### src/ulsi_pkg.sv
// shared constants, field layouts and state types of the serial line block
package ulsi_pkg;
  // bus address layout: word index in bits 4..2, upper bits must be zero
  localparam int unsigned ULSI_AW = 8;
  localparam int unsigned ADDR_HI_LSB = 5;
  localparam int unsigned IDX_MSB = 4;
  localparam int unsigned IDX_LSB = 2;
  // register word indexes, byte address is four times the index
  localparam logic [2:0] IDX_DATA = 3'h0;
  localparam logic [2:0] IDX_IER = 3'h1;
  localparam logic [2:0] IDX_IIR = 3'h2;
  localparam logic [2:0] IDX_LCR = 3'h3;
  localparam logic [2:0] IDX_LSR = 3'h5;
  localparam logic [2:0] IDX_MSR = 3'h6;
  localparam logic [1:0] AXI_OKAY = 2'h0;
  localparam logic [1:0] AXI_SLVERR = 2'h2;
  typedef struct packed {
    logic divisor_access_select;
    logic brk;
    logic stick;
    logic eps;
    logic pen;
    logic stb;
    logic [1:0] wls;
  } ulsi_lcr_t;
  typedef struct packed {
    logic [3:0] rsvd;
    logic modem;
    logic line;
    logic transmit_holding_empty;
    logic rda;
  } ulsi_ier_t;
  localparam logic [2:0] IID_NONE = 3'h1;
  localparam logic [2:0] IID_LINE = 3'h6;
  localparam logic [2:0] IID_RDA = 3'h4;
  localparam logic [2:0] IID_TRANSMIT_HOLDING_EMPTY = 3'h2;
  localparam logic [2:0] IID_MODEM = 3'h0;
  localparam logic [7:0] LCR_RST = 8'h00;
  localparam logic [7:0] IER_MASK = 8'h0F;
  localparam logic [15:0] DIV_RST = 16'h0000;
  localparam logic [15:0] BAUD_ONE = 16'h0001;
  localparam logic [4:0] PIN_IDLE = 5'h1F;
  localparam logic [3:0] MODEM_IDLE = 4'hF;
  localparam logic [1:0] WLS_FIVE = 2'h0;
  localparam logic [3:0] CHAR_MIN_BITS = 4'h5;
  localparam logic [3:0] CHAR_MAX_BITS = 4'h8;
  // 16x oversampling counts
  localparam logic [3:0] TICK_MID = 4'h7;
  localparam logic [3:0] TICK_LAST = 4'hF;
  localparam logic [4:0] STOP_ONE = 5'h0F;
  localparam logic [4:0] STOP_ONE_HALF = 5'h17;
  localparam logic [4:0] STOP_TWO = 5'h1F;
  typedef enum logic [2:0] {TX_IDLE, TX_START, TX_DATA, TX_PAR, TX_STOP} ulsi_tx_t;
  typedef enum logic [2:0] {RX_IDLE, RX_START, RX_DATA, RX_PAR, RX_STOP, RX_BRK} ulsi_rx_t;
endpackage : ulsi_pkg

### src/ulsi_uart.sv
// serial line element: frame format, line status, interrupt identity, axi4-lite registers
//
// Our own choices: the register offsets and the AXI4-Lite slave port.
`timescale 1ns/1ps
module ulsi_uart (
  // clock and reset
  input wire logic core_clk,
  input wire logic rst,
  // axi4-lite write channels
  input wire logic [ulsi_pkg::ULSI_AW-1:0] s_axi_awaddr,
  input wire logic s_axi_awvalid,
  output logic s_axi_awready,
  input wire logic [31:0] s_axi_wdata,
  input wire logic [3:0] s_axi_wstrb,
  input wire logic s_axi_wvalid,
  output logic s_axi_wready,
  output logic [1:0] s_axi_bresp,
  output logic s_axi_bvalid,
  input wire logic s_axi_bready,
  // axi4-lite read channels
  input wire logic [ulsi_pkg::ULSI_AW-1:0] s_axi_araddr,
  input wire logic s_axi_arvalid,
  output logic s_axi_arready,
  output logic [31:0] s_axi_rdata,
  output logic [1:0] s_axi_rresp,
  output logic s_axi_rvalid,
  input wire logic s_axi_rready,
  // serial line and modem inputs, active low pins
  input wire logic serial_rx_pin,
  output logic serial_tx_pin,
  input wire logic cts_n,
  input wire logic dsr_n,
  input wire logic ri_n,
  input wire logic dcd_n,
  // interrupt request, active high level
  output logic irq
);
  import ulsi_pkg::*;

  function automatic logic is_reg(input logic [ULSI_AW-1:0] a, input logic [2:0] idx);
    is_reg = (a[ULSI_AW-1:ADDR_HI_LSB] == '0) && (a[IDX_MSB:IDX_LSB] == idx);
  endfunction : is_reg

  function automatic logic [3:0] char_len(input logic [1:0] wls);
    char_len = CHAR_MIN_BITS + {2'h0, wls};
  endfunction : char_len

  function automatic logic par_bit(input ulsi_lcr_t l, input logic [7:0] d);
    logic [7:0] m;
    m = d & (8'hFF >> (CHAR_MAX_BITS - char_len(l.wls)));
    if (l.stick) begin
      par_bit = ~l.eps;
    end else begin
      par_bit = l.eps ? ^m : ~^m;
    end
  endfunction : par_bit

  function automatic logic [2:0] iid_of(input ulsi_ier_t e, input logic lp, input logic dp, input logic tp,
                                        input logic mp);
    if (e.line & lp) iid_of = IID_LINE;
    else if (e.rda & dp) iid_of = IID_RDA;
    else if (e.transmit_holding_empty & tp) iid_of = IID_TRANSMIT_HOLDING_EMPTY;
    else if (e.modem & mp) iid_of = IID_MODEM;
    else iid_of = IID_NONE;
  endfunction : iid_of

  // pin synchronisers
  logic [4:0] sync1_r;
  logic [4:0] sync2_r;
  logic rx_in, cts_s, dsr_s, ri_s, dcd_s;
  always_ff @(posedge core_clk) begin
    if (rst) begin
      sync1_r <= PIN_IDLE;
      sync2_r <= PIN_IDLE;
    end else begin
      sync1_r <= {serial_rx_pin, cts_n, dsr_n, ri_n, dcd_n};
      sync2_r <= sync1_r;
    end
  end
  assign {rx_in, cts_s, dsr_s, ri_s, dcd_s} = sync2_r;

  // registers and state
  ulsi_lcr_t lcr_r;
  ulsi_ier_t ier_r;
  logic [15:0] div_r, baud_cnt_r;
  logic [7:0] rbr_r, thr_r, tsr_r, rx_shift_r;
  logic dr_r, oe_r, pe_r, fe_r, bi_r, transmit_holding_empty_r, transmit_holding_empty_irq_r, irq_r, tx_line_r, tx_pin_r, tx_par_r;
  logic [3:0] mdelta_r, mprev_r;
  logic aw_hold_r, w_hold_r, w_en_r, bvalid_r, rvalid_r;
  logic [ULSI_AW-1:0] aw_addr_r;
  logic [7:0] w_byte_r, rdata_r;
  logic [1:0] bresp_r, rresp_r;
  ulsi_tx_t tx_state_r;
  ulsi_rx_t rx_state_r;
  logic [4:0] tx_cnt_r;
  logic [2:0] tx_bit_r, rx_bit_r;
  logic [3:0] rx_cnt_r;
  logic rx_par_r, rx_stop_r, rx_brk_r, rx_done_r;

  // bus decode
  logic do_wr, wr_mapped, wr_ok, wr_thr, wr_dll, wr_ier, wr_dlm, wr_lcr;
  logic ar_fire, ar_mapped, rd_rbr, rd_iir, rd_lsr, rd_msr;
  logic [7:0] rd_word, lsr_w, msr_w;
  logic [15:0] div_nxt;
  ulsi_ier_t ier_w;
  assign s_axi_awready = ~aw_hold_r & ~bvalid_r;
  assign s_axi_wready = ~w_hold_r & ~bvalid_r;
  assign s_axi_arready = ~rvalid_r;
  assign do_wr = aw_hold_r & w_hold_r & ~bvalid_r;
  assign wr_mapped = aw_addr_r[ULSI_AW-1:ADDR_HI_LSB] == '0;
  assign wr_ok = do_wr & w_en_r;
  // divisor access bit steers the two shared words
  assign wr_thr = wr_ok & is_reg(aw_addr_r, IDX_DATA) & ~lcr_r.divisor_access_select;
  assign wr_dll = wr_ok & is_reg(aw_addr_r, IDX_DATA) & lcr_r.divisor_access_select;
  assign wr_ier = wr_ok & is_reg(aw_addr_r, IDX_IER) & ~lcr_r.divisor_access_select;
  assign wr_dlm = wr_ok & is_reg(aw_addr_r, IDX_IER) & lcr_r.divisor_access_select;
  assign wr_lcr = wr_ok & is_reg(aw_addr_r, IDX_LCR);
  // line status writes are dropped: the register is read-only here
  assign ier_w = ulsi_ier_t'(w_byte_r & IER_MASK);
  assign div_nxt = wr_dll ? {div_r[15:8], w_byte_r} : {w_byte_r, div_r[7:0]};
  assign ar_fire = s_axi_arvalid & s_axi_arready;
  assign ar_mapped = s_axi_araddr[ULSI_AW-1:ADDR_HI_LSB] == '0;
  assign rd_rbr = ar_fire & is_reg(s_axi_araddr, IDX_DATA) & ~lcr_r.divisor_access_select;
  assign rd_iir = ar_fire & is_reg(s_axi_araddr, IDX_IIR);
  assign rd_lsr = ar_fire & is_reg(s_axi_araddr, IDX_LSR);
  assign rd_msr = ar_fire & is_reg(s_axi_araddr, IDX_MSR);

  // interrupt sources
  logic line_p, modem_p, tx_xfer;
  logic [2:0] iid_w;
  logic [3:0] mcur, mdelta_set;
  assign line_p = oe_r | pe_r | fe_r | bi_r;
  assign modem_p = |mdelta_r;
  assign iid_w = iid_of(ier_r, line_p, dr_r, transmit_holding_empty_irq_r, modem_p);
  assign mcur = {dcd_s, ri_s, dsr_s, cts_s};
  // ring reports only its trailing edge, the pin going high
  assign mdelta_set = {dcd_s ^ mprev_r[3], ri_s & ~mprev_r[2], dsr_s ^ mprev_r[1], cts_s ^ mprev_r[0]};
  assign lsr_w = {1'b0, transmit_holding_empty_r & (tx_state_r == TX_IDLE), transmit_holding_empty_r, bi_r, fe_r, pe_r, oe_r, dr_r};
  assign msr_w = {~mcur, mdelta_r};
  assign rd_word = is_reg(s_axi_araddr, IDX_DATA) ? (lcr_r.divisor_access_select ? div_r[7:0] : rbr_r) :
                   is_reg(s_axi_araddr, IDX_IER) ? (lcr_r.divisor_access_select ? div_r[15:8] : ier_r) :
                   is_reg(s_axi_araddr, IDX_IIR) ? {5'h00, iid_w} :
                   is_reg(s_axi_araddr, IDX_LCR) ? lcr_r :
                   is_reg(s_axi_araddr, IDX_LSR) ? lsr_w :
                   is_reg(s_axi_araddr, IDX_MSR) ? msr_w : 8'h00;
  assign s_axi_bvalid = bvalid_r;
  assign s_axi_bresp = bresp_r;
  assign s_axi_rvalid = rvalid_r;
  assign s_axi_rresp = rresp_r;
  assign s_axi_rdata = {24'h000000, rdata_r};
  assign serial_tx_pin = tx_pin_r;
  assign irq = irq_r;

  // axi4-lite slave: address and data taken in either order, written once both are held
  always_ff @(posedge core_clk) begin
    if (rst) begin
      aw_hold_r <= 1'b0;
      w_hold_r <= 1'b0;
      aw_addr_r <= '0;
      w_byte_r <= 8'h00;
      w_en_r <= 1'b0;
      bvalid_r <= 1'b0;
      bresp_r <= AXI_OKAY;
      rvalid_r <= 1'b0;
      rdata_r <= 8'h00;
      rresp_r <= AXI_OKAY;
    end else begin
      if (s_axi_awvalid & s_axi_awready) begin
        aw_hold_r <= 1'b1;
        aw_addr_r <= s_axi_awaddr;
      end else if (do_wr) begin
        aw_hold_r <= 1'b0;
      end
      if (s_axi_wvalid & s_axi_wready) begin
        w_hold_r <= 1'b1;
        w_byte_r <= s_axi_wdata[7:0];
        w_en_r <= s_axi_wstrb[0];
      end else if (do_wr) begin
        w_hold_r <= 1'b0;
      end
      if (do_wr) begin
        bvalid_r <= 1'b1;
        bresp_r <= wr_mapped ? AXI_OKAY : AXI_SLVERR;
      end else if (s_axi_bready) begin
        bvalid_r <= 1'b0;
      end
      if (ar_fire) begin
        rvalid_r <= 1'b1;
        rdata_r <= rd_word;
        rresp_r <= ar_mapped ? AXI_OKAY : AXI_SLVERR;
      end else if (s_axi_rready) begin
        rvalid_r <= 1'b0;
      end
    end
  end

  // control registers and 16x baud tick
  logic baud_tick;
  assign baud_tick = (div_r != DIV_RST) && (baud_cnt_r <= BAUD_ONE);
  always_ff @(posedge core_clk) begin
    if (rst) begin
      lcr_r <= ulsi_lcr_t'(LCR_RST);
      ier_r <= ulsi_ier_t'(IER_MASK & LCR_RST);
      div_r <= DIV_RST;
      baud_cnt_r <= DIV_RST;
    end else begin
      if (wr_lcr) lcr_r <= ulsi_lcr_t'(w_byte_r);
      if (wr_ier) ier_r <= ier_w;
      if (wr_dll | wr_dlm) div_r <= div_nxt;
      // reload on a divisor write avoids a long first count
      if (wr_dll | wr_dlm) baud_cnt_r <= div_nxt;
      else if (baud_tick) baud_cnt_r <= div_r;
      else if (baud_cnt_r != DIV_RST) baud_cnt_r <= baud_cnt_r - BAUD_ONE;
    end
  end

  // transmitter
  logic [4:0] stop_last;
  assign tx_xfer = (tx_state_r == TX_IDLE) & ~transmit_holding_empty_r;
  assign stop_last = ~lcr_r.stb ? STOP_ONE : (lcr_r.wls == WLS_FIVE ? STOP_ONE_HALF : STOP_TWO);
  always_ff @(posedge core_clk) begin
    if (rst) begin
      tx_state_r <= TX_IDLE;
      tx_cnt_r <= '0;
      tx_bit_r <= '0;
      tsr_r <= 8'h00;
      tx_par_r <= 1'b0;
      tx_line_r <= 1'b1;
    end else begin
      unique case (tx_state_r)
        TX_IDLE: if (tx_xfer) begin
          tsr_r <= thr_r;
          tx_par_r <= par_bit(lcr_r, thr_r);
          tx_cnt_r <= '0;
          tx_line_r <= 1'b0;
          tx_state_r <= TX_START;
        end
        TX_START: if (baud_tick) begin
          tx_cnt_r <= tx_cnt_r + 5'h01;
          if (tx_cnt_r == STOP_ONE) begin
            tx_cnt_r <= '0;
            tx_bit_r <= '0;
            tx_line_r <= tsr_r[0];
            tx_state_r <= TX_DATA;
          end
        end
        TX_DATA: if (baud_tick) begin
          tx_cnt_r <= tx_cnt_r + 5'h01;
          if (tx_cnt_r == STOP_ONE) begin
            tx_cnt_r <= '0;
            if (tx_bit_r == 3'(char_len(lcr_r.wls) - 4'h1)) begin
              tx_line_r <= lcr_r.pen ? tx_par_r : 1'b1;
              tx_state_r <= lcr_r.pen ? TX_PAR : TX_STOP;
            end else begin
              tx_bit_r <= tx_bit_r + 3'h1;
              tsr_r <= tsr_r >> 1;
              tx_line_r <= tsr_r[1];
            end
          end
        end
        TX_PAR: if (baud_tick) begin
          tx_cnt_r <= tx_cnt_r + 5'h01;
          if (tx_cnt_r == STOP_ONE) begin
            tx_cnt_r <= '0;
            tx_line_r <= 1'b1;
            tx_state_r <= TX_STOP;
          end
        end
        TX_STOP: if (baud_tick) begin
          tx_cnt_r <= tx_cnt_r + 5'h01;
          if (tx_cnt_r == stop_last) tx_state_r <= TX_IDLE;
        end
      endcase
    end
  end

  // holding register, empty flag and its interrupt; a holding write beats a same-cycle transfer, a new set beats an identity-read clear
  logic transmit_holding_empty_irq_set, transmit_holding_empty_irq_clr;
  assign transmit_holding_empty_irq_set = (tx_xfer & ~wr_thr) | (wr_ier & ier_w.transmit_holding_empty & ~ier_r.transmit_holding_empty & transmit_holding_empty_r);
  assign transmit_holding_empty_irq_clr = wr_thr | (rd_iir & (iid_w == IID_TRANSMIT_HOLDING_EMPTY));
  always_ff @(posedge core_clk) begin
    if (rst) begin
      thr_r <= 8'h00;
      transmit_holding_empty_r <= 1'b1;
      transmit_holding_empty_irq_r <= 1'b0;
      tx_pin_r <= 1'b1;
      irq_r <= 1'b0;
    end else begin
      if (wr_thr) thr_r <= w_byte_r;
      transmit_holding_empty_r <= wr_thr ? 1'b0 : (tx_xfer ? 1'b1 : transmit_holding_empty_r);
      transmit_holding_empty_irq_r <= transmit_holding_empty_irq_set | (transmit_holding_empty_irq_r & ~transmit_holding_empty_irq_clr);
      // break only overrides the pin, the shifter keeps running
      tx_pin_r <= lcr_r.brk ? 1'b0 : tx_line_r;
      irq_r <= iid_w != IID_NONE;
    end
  end

  // receiver, sampling mid-bit on the 16x tick
  logic rx_last;
  assign rx_last = rx_bit_r == 3'(char_len(lcr_r.wls) - 4'h1);
  always_ff @(posedge core_clk) begin
    if (rst) begin
      rx_state_r <= RX_IDLE;
      rx_cnt_r <= '0;
      rx_bit_r <= '0;
      rx_shift_r <= 8'h00;
      rx_par_r <= 1'b0;
      rx_stop_r <= 1'b1;
      rx_brk_r <= 1'b0;
      rx_done_r <= 1'b0;
    end else begin
      rx_done_r <= 1'b0;
      unique case (rx_state_r)
        RX_IDLE: if (~rx_in) begin
          rx_cnt_r <= '0;
          rx_shift_r <= 8'h00;
          rx_par_r <= 1'b0;
          rx_state_r <= RX_START;
        end
        RX_START: if (baud_tick) begin
          rx_cnt_r <= rx_cnt_r + 4'h1;
          if (rx_cnt_r == TICK_MID) begin
            rx_cnt_r <= '0;
            rx_bit_r <= '0;
            // a start bit gone high at mid-bit was noise
            rx_state_r <= rx_in ? RX_IDLE : RX_DATA;
          end
        end
        RX_DATA: if (baud_tick) begin
          rx_cnt_r <= rx_cnt_r + 4'h1;
          if (rx_cnt_r == TICK_LAST) begin
            rx_cnt_r <= '0;
            rx_shift_r <= {rx_in, rx_shift_r[7:1]};
            rx_bit_r <= rx_bit_r + 3'h1;
            if (rx_last) rx_state_r <= lcr_r.pen ? RX_PAR : RX_STOP;
          end
        end
        RX_PAR: if (baud_tick) begin
          rx_cnt_r <= rx_cnt_r + 4'h1;
          if (rx_cnt_r == TICK_LAST) begin
            rx_cnt_r <= '0;
            rx_par_r <= rx_in;
            rx_state_r <= RX_STOP;
          end
        end
        RX_STOP: if (baud_tick) begin
          rx_cnt_r <= rx_cnt_r + 4'h1;
          // only the first stop bit is looked at
          if (rx_cnt_r == TICK_LAST) begin
            rx_stop_r <= rx_in;
            rx_brk_r <= ~rx_in & (rx_shift_r == 8'h00) & ~rx_par_r;
            rx_done_r <= 1'b1;
            rx_state_r <= (~rx_in & (rx_shift_r == 8'h00) & ~rx_par_r) ? RX_BRK : RX_IDLE;
          end
        end
        RX_BRK: if (rx_in) rx_state_r <= RX_IDLE;
        default: rx_state_r <= RX_IDLE;
      endcase
    end
  end

  // receive buffer and line status flags; a new event beats a same-cycle clear
  logic [7:0] rx_char;
  logic rx_pe;
  assign rx_char = rx_shift_r >> (CHAR_MAX_BITS - char_len(lcr_r.wls));
  assign rx_pe = lcr_r.pen & (rx_par_r != par_bit(lcr_r, rx_char));
  always_ff @(posedge core_clk) begin
    if (rst) begin
      rbr_r <= 8'h00;
      dr_r <= 1'b0;
      oe_r <= 1'b0;
      pe_r <= 1'b0;
      fe_r <= 1'b0;
      bi_r <= 1'b0;
      mdelta_r <= '0;
      mprev_r <= MODEM_IDLE;
    end else begin
      if (rx_done_r) rbr_r <= rx_char;
      dr_r <= rx_done_r | (dr_r & ~rd_rbr);
      oe_r <= (rx_done_r & dr_r & ~rd_rbr) | (oe_r & ~rd_lsr);
      pe_r <= (rx_done_r & rx_pe) | (pe_r & ~rd_lsr);
      fe_r <= (rx_done_r & ~rx_stop_r) | (fe_r & ~rd_lsr);
      bi_r <= (rx_done_r & rx_brk_r) | (bi_r & ~rd_lsr);
      mprev_r <= mcur;
      mdelta_r <= mdelta_set | (mdelta_r & ~{4{rd_msr}});
    end
  end

  a_iid_none: assert property (@(posedge core_clk) disable iff (rst)
    !(ier_r.rda & dr_r) && !(ier_r.line & line_p) && !(ier_r.transmit_holding_empty & transmit_holding_empty_irq_r) && !(ier_r.modem & modem_p)
    |-> iid_w == IID_NONE) else $error("identity not none while nothing pending");
  a_line_first: assert property (@(posedge core_clk) disable iff (rst)
    ier_r.line && (oe_r || pe_r || fe_r || bi_r) |-> iid_w == IID_LINE) else $error("line status not reported first");
  a_lsr_clear: assert property (@(posedge core_clk) disable iff (rst)
    rd_lsr && !rx_done_r |=> !(oe_r || pe_r || fe_r || bi_r)) else $error("error flags survive status read");
  a_rbr_clear: assert property (@(posedge core_clk) disable iff (rst)
    rd_rbr && !rx_done_r |=> !dr_r && iid_w != IID_RDA) else $error("data ready survives buffer read");
  a_thr_clear: assert property (@(posedge core_clk) disable iff (rst)
    wr_thr |=> !transmit_holding_empty_r && !transmit_holding_empty_irq_r) else $error("holding empty survives holding write");
  a_modem_clear: assert property (@(posedge core_clk) disable iff (rst)
    rd_msr && mdelta_set == 4'h0 |=> mdelta_r == 4'h0) else $error("modem deltas survive status read");
  a_break_out: assert property (@(posedge core_clk) disable iff (rst)
    lcr_r.brk |=> !serial_tx_pin) else $error("break did not hold output low");
  a_overrun_set: assert property (@(posedge core_clk) disable iff (rst)
    rx_done_r && dr_r && !rd_rbr |=> oe_r && dr_r) else $error("overrun not flagged");
  a_irq_level: assert property (@(posedge core_clk) disable iff (rst)
    $rose(dr_r) && ier_r.rda && $stable(ier_r) |=> irq) else $error("interrupt output missed pending source");
  a_tx_parity: assert property (@(posedge core_clk) disable iff (rst)
    tx_state_r == TX_PAR && lcr_r.stick && $stable(lcr_r) |-> tx_line_r == ~lcr_r.eps)
    else $error("stick parity level wrong");
endmodule : ulsi_uart

### config.mk
export PLATFORM = sky130hd
export DESIGN_NAME = ulsi_uart
export DESIGN_NICKNAME = d
export VERILOG_FILES = /design/src/ulsi_pkg.sv /design/src/ulsi_uart.sv
export SDC_FILE = /design/constraint.sdc
export NUM_CORES = 1
export LEC_CHECK = 0
export BUFFER_PORTS_ARGS = -buffer_cell sky130_fd_sc_hd__buf_2
export CAP_MARGIN = 0
export CORE_MARGIN = 1
export CORE_UTILIZATION = 58
export DETAILED_ROUTE_END_ITERATION = 12
export PLACE_DENSITY = 0.8
export SETUP_SLACK_MARGIN = 0.2
export SYNTH_ARGS = -nofsm -noshare
export SYNTH_HDL_FRONTEND = slang
export SYNTH_SLANG_ARGS = --single-unit
### constraint.sdc
create_clock -name core_clk -period 4.3 [get_ports core_clk]
set_input_delay 0.43 -clock core_clk [delete_from_list [all_inputs] [get_ports core_clk]]
set_output_delay 0.43 -clock core_clk [all_outputs]
set_load 0.05 [all_outputs]
==> impl_metrics.json <==
{
  "antenna_left": 0,
  "avgSynthCellArea_um2": 7.93,
  "worst-setup-path-type": "reg -> reg",
  "clock_skew_ns": 0.0106,
  "ctsResizeCount": 0,
  "utilization_pct": 66.3,
  "syn2layout_area_growth_pct": 9.94,
  "syn_area_um2": 8080,
  "worstReg2RegEnd": "rx_bit_r[0]$_SDFFE_PP0P_",
  "cts.path.max_buffers": 2,
  "min-delay-start": "s_axi_rready",
  "path_clk_slew_ns": 0.07,
  "grt_pass1_wl_mm": 32.6,
  "ff2ff_path_depth": 8,
  "fin_crit_ns": 3.36,
  "critPathArrivalTime_ns": 3.72,
  "clk_latency_ns": 0.43,
  "yosysWarnings": 0,
  "path_max_fanout": 8,
  "start_util_pct": 60.3,
  "synth_cells": 1019,
  "power_density_nw_per_um2": 428,
  "nets": 1110,
  "cts_sinks": 159,
  "status": "finished clean",
  "worstHoldPathType": "in -> reg",
  "top_usage_layer": "met2",
  "timing.fmax_ghz": 0.298,
  "drc": 0,
  "max_cap_viol_count": 0,
  "ff2ff_setup_slack_ns": 0.94,
  "crit_path_end_kind": "register",
  "setup_violations": 0,
  "detail_route.iter0.violations": 756,
  "core_um2": 13400,
  "post_cts.repair.setup_buffers": 0,
  "die_w_um": 120,
  "cts_made_buffers": 17,
  "worstHoldPathCells": 2,
  "critPathLaunchType": "register",
  "grt_max_degree": 72,
  "r2r_start": "baud_cnt_r[6]$_SDFFE_PP0P_",
  "vias": 7411,
  "synth-main-ff-cell": "dfxtp_1",
  "grt_pass1_vias": 6528,
  "insertedDiodeCount": 0,
  "min_to": "s_axi_rvalid$_SDFFE_PP0P_",
  "port-buffer-count": 49,
  "rsz0062_at_grt": "no",
  "met1_usage_pct": 39.7,
  "ios": 107,
  "synth_edf_count": 0,
  "grt_use_met3_pct": 5.47,
  "wl_mm": 19.8,
  "drtPass1Iterations": 6,
  "fp.dieH_um": 120,
  "dpl.hpwl_mm": 13.5,
  "finalPower_mw": 3.80,
  "htreeDepth": 4,
  "globalRouteTotalUtil_pct": 28.5,
  "cts_tree": "yes",
  "final_common_cell": "dfxtp_1",
  "final_cell_mix": "dfxtp_1 (159), nand2_1 (138), nor2_1 (133)",
  "row_count": 42,
  "ir_drop_mv": 0.340,
  "critical_path_required_ns": 4.66,
  "grt-ovfl-total": 0,
  "use_met2_pct": 43.5,
  "tightest_slew_ns": 0.938,
  "via_per_inst": 6.06,
  "hold_buffers": 0,
  "synth-seq-area-share_pct": 39.4,
  "cts_root_buf": "clkbuf_16",
  "max_slew_margin_pct": 37.0,
  "post-route-period-util_pct": 78.1,
  "fin_tns_setup_ns": 0,
  "synth-seq-cells": 159,
  "ys_types": 66,
  "synthArstFlopShare_pct": 0,
  "gp_congestion": 0.903,
  "p_leak_nw": 3.30,
  "drive_gt1_share_pct": 11.6,
  "antenna_found_initial": 0,
  "finalHoldViolCount": 0,
  "avgRoutedWirePerCell_um": 16.2,
  "final_max_slew_viol_count": 0,
  "die-area_um2": 14400
}
==> through the flow <==
step           worst slack, ns  hold WS [ns]  cell area [um2]  cells
3_3_place_gp             0.979         0.391             8300   1191
6_report                 0.941         0.171             8890   1223
4_1_cts                  0.932         0.162             8890   1223
3_5_place_dp             0.956         0.394             8300   1191
5_1_grt                  0.782         0.166             8890   1223
2_1_floorplan            0.862         0.389             8180   1044
==> cells by family (layout without fill, tap and decap cells) <==
kind of cell	Yosys count	in the layout	synth area share, %
buffers and inverters	106	109	6.18
flip-flops	159	159	39.4
XOR/XNOR	33	33	3.75
other	1	26	0.0464
AND/OR/NAND/NOR	442	442	25.4
AO/OA/AOI/OAI	221	221	17.2
multiplexers	45	45	6.10
adder cells (fa/ha/maj)	12	12	1.86
==> cell usage after synthesis (17+ instances only) <==
master / n / area share, %
dfxtp_1: 159 / 39
nand2_1: 138 / 6.4
nor2_1: 133 / 6.2
a21oi_1: 81 / 5.0
clkbuf_1: 53 / 2.5
o21ai_0: 41 / 2.5
mux2i_1: 38 / 4.7
nand3_1: 37 / 2.3
buf_4: 26 / 2.4
nor3_1: 22 / 1.4
inv_1: 19 / 0.88
xnor2_1: 18 / 2.0
nor4_1: 17 / 1.3
or2_2: 17 / 1.3
==> registers in the layout (all words and copies together) (netlist names), 5 cells and up <==
signal      count
rbr_r           8
rx_shift_r      8
lcr_r           8
thr_r           8
rdata_r         8
tx_cnt_r        5
sync1_r         5
tsr_r           8
baud_cnt_r     16
w_byte_r        8
aw_addr_r       6
sync2_r         5
div_r          16
==> per-layer routing <==
layer,share of wire [%],up-vias
met5,0,-
li1,-,3567
met3,7.7,44
met2,46,336
met4,2.4,0
met1,44,3464
==> cell type report <==
class	count	area [um2]
sequential	159	3180
clock buffer	17	425
timing repair buffer	58	315
fill	1119	4510
tap	176	220
clock inverter	15	164
inverter	19	71.3
multi-input combinational	779	4510
==> worst max path at each step <==
| stage | from | slack, ns | end | depth (start not counted) |
|---|---|---|---|---|
| floorplan | lcr_r[0]$_SDFFE_PP0P_ | 0.86 | tx_bit_r[2]$_SDFFE_PP0P_ | 12 |
| global placement | baud_cnt_r[6]$_SDFFE_PP0P_ | 0.98 | rx_bit_r[0]$_SDFFE_PP0P_ | 8 |
| detailed placement | baud_cnt_r[6]$_SDFFE_PP0P_ | 0.96 | rx_bit_r[0]$_SDFFE_PP0P_ | 8 |
| CTS | baud_cnt_r[6]$_SDFFE_PP0P_ | 0.93 | rx_bit_r[0]$_SDFFE_PP0P_ | 8 |
| global route | lcr_r[1]$_SDFFE_PP0P_ | 0.78 | tx_bit_r[2]$_SDFFE_PP0P_ | 9 |
| finish | baud_cnt_r[6]$_SDFFE_PP0P_ | 0.94 | rx_bit_r[0]$_SDFFE_PP0P_ | 8 |
==> critical path, stage by stage (launching register included) <==
cell     delay (ns)
dfxtp_1        0.33
or4_4          0.58
or4_4          0.45
or4b_1         0.71
or3_4          0.50
or4_1          0.40
a21oi_1        0.17
a21oi_1        0.06
nor2_1         0.08
==> power by group <==
part	leakage, nW	internal (mW)	switching, mW	total, mW
clock	0.283	0.780	0.705	1.48
sequential	1.29	1.55	0.0845	1.64
combinational	1.72	0.272	0.412	0.684
No activity file was read; power rests on OpenSTA's default activity.
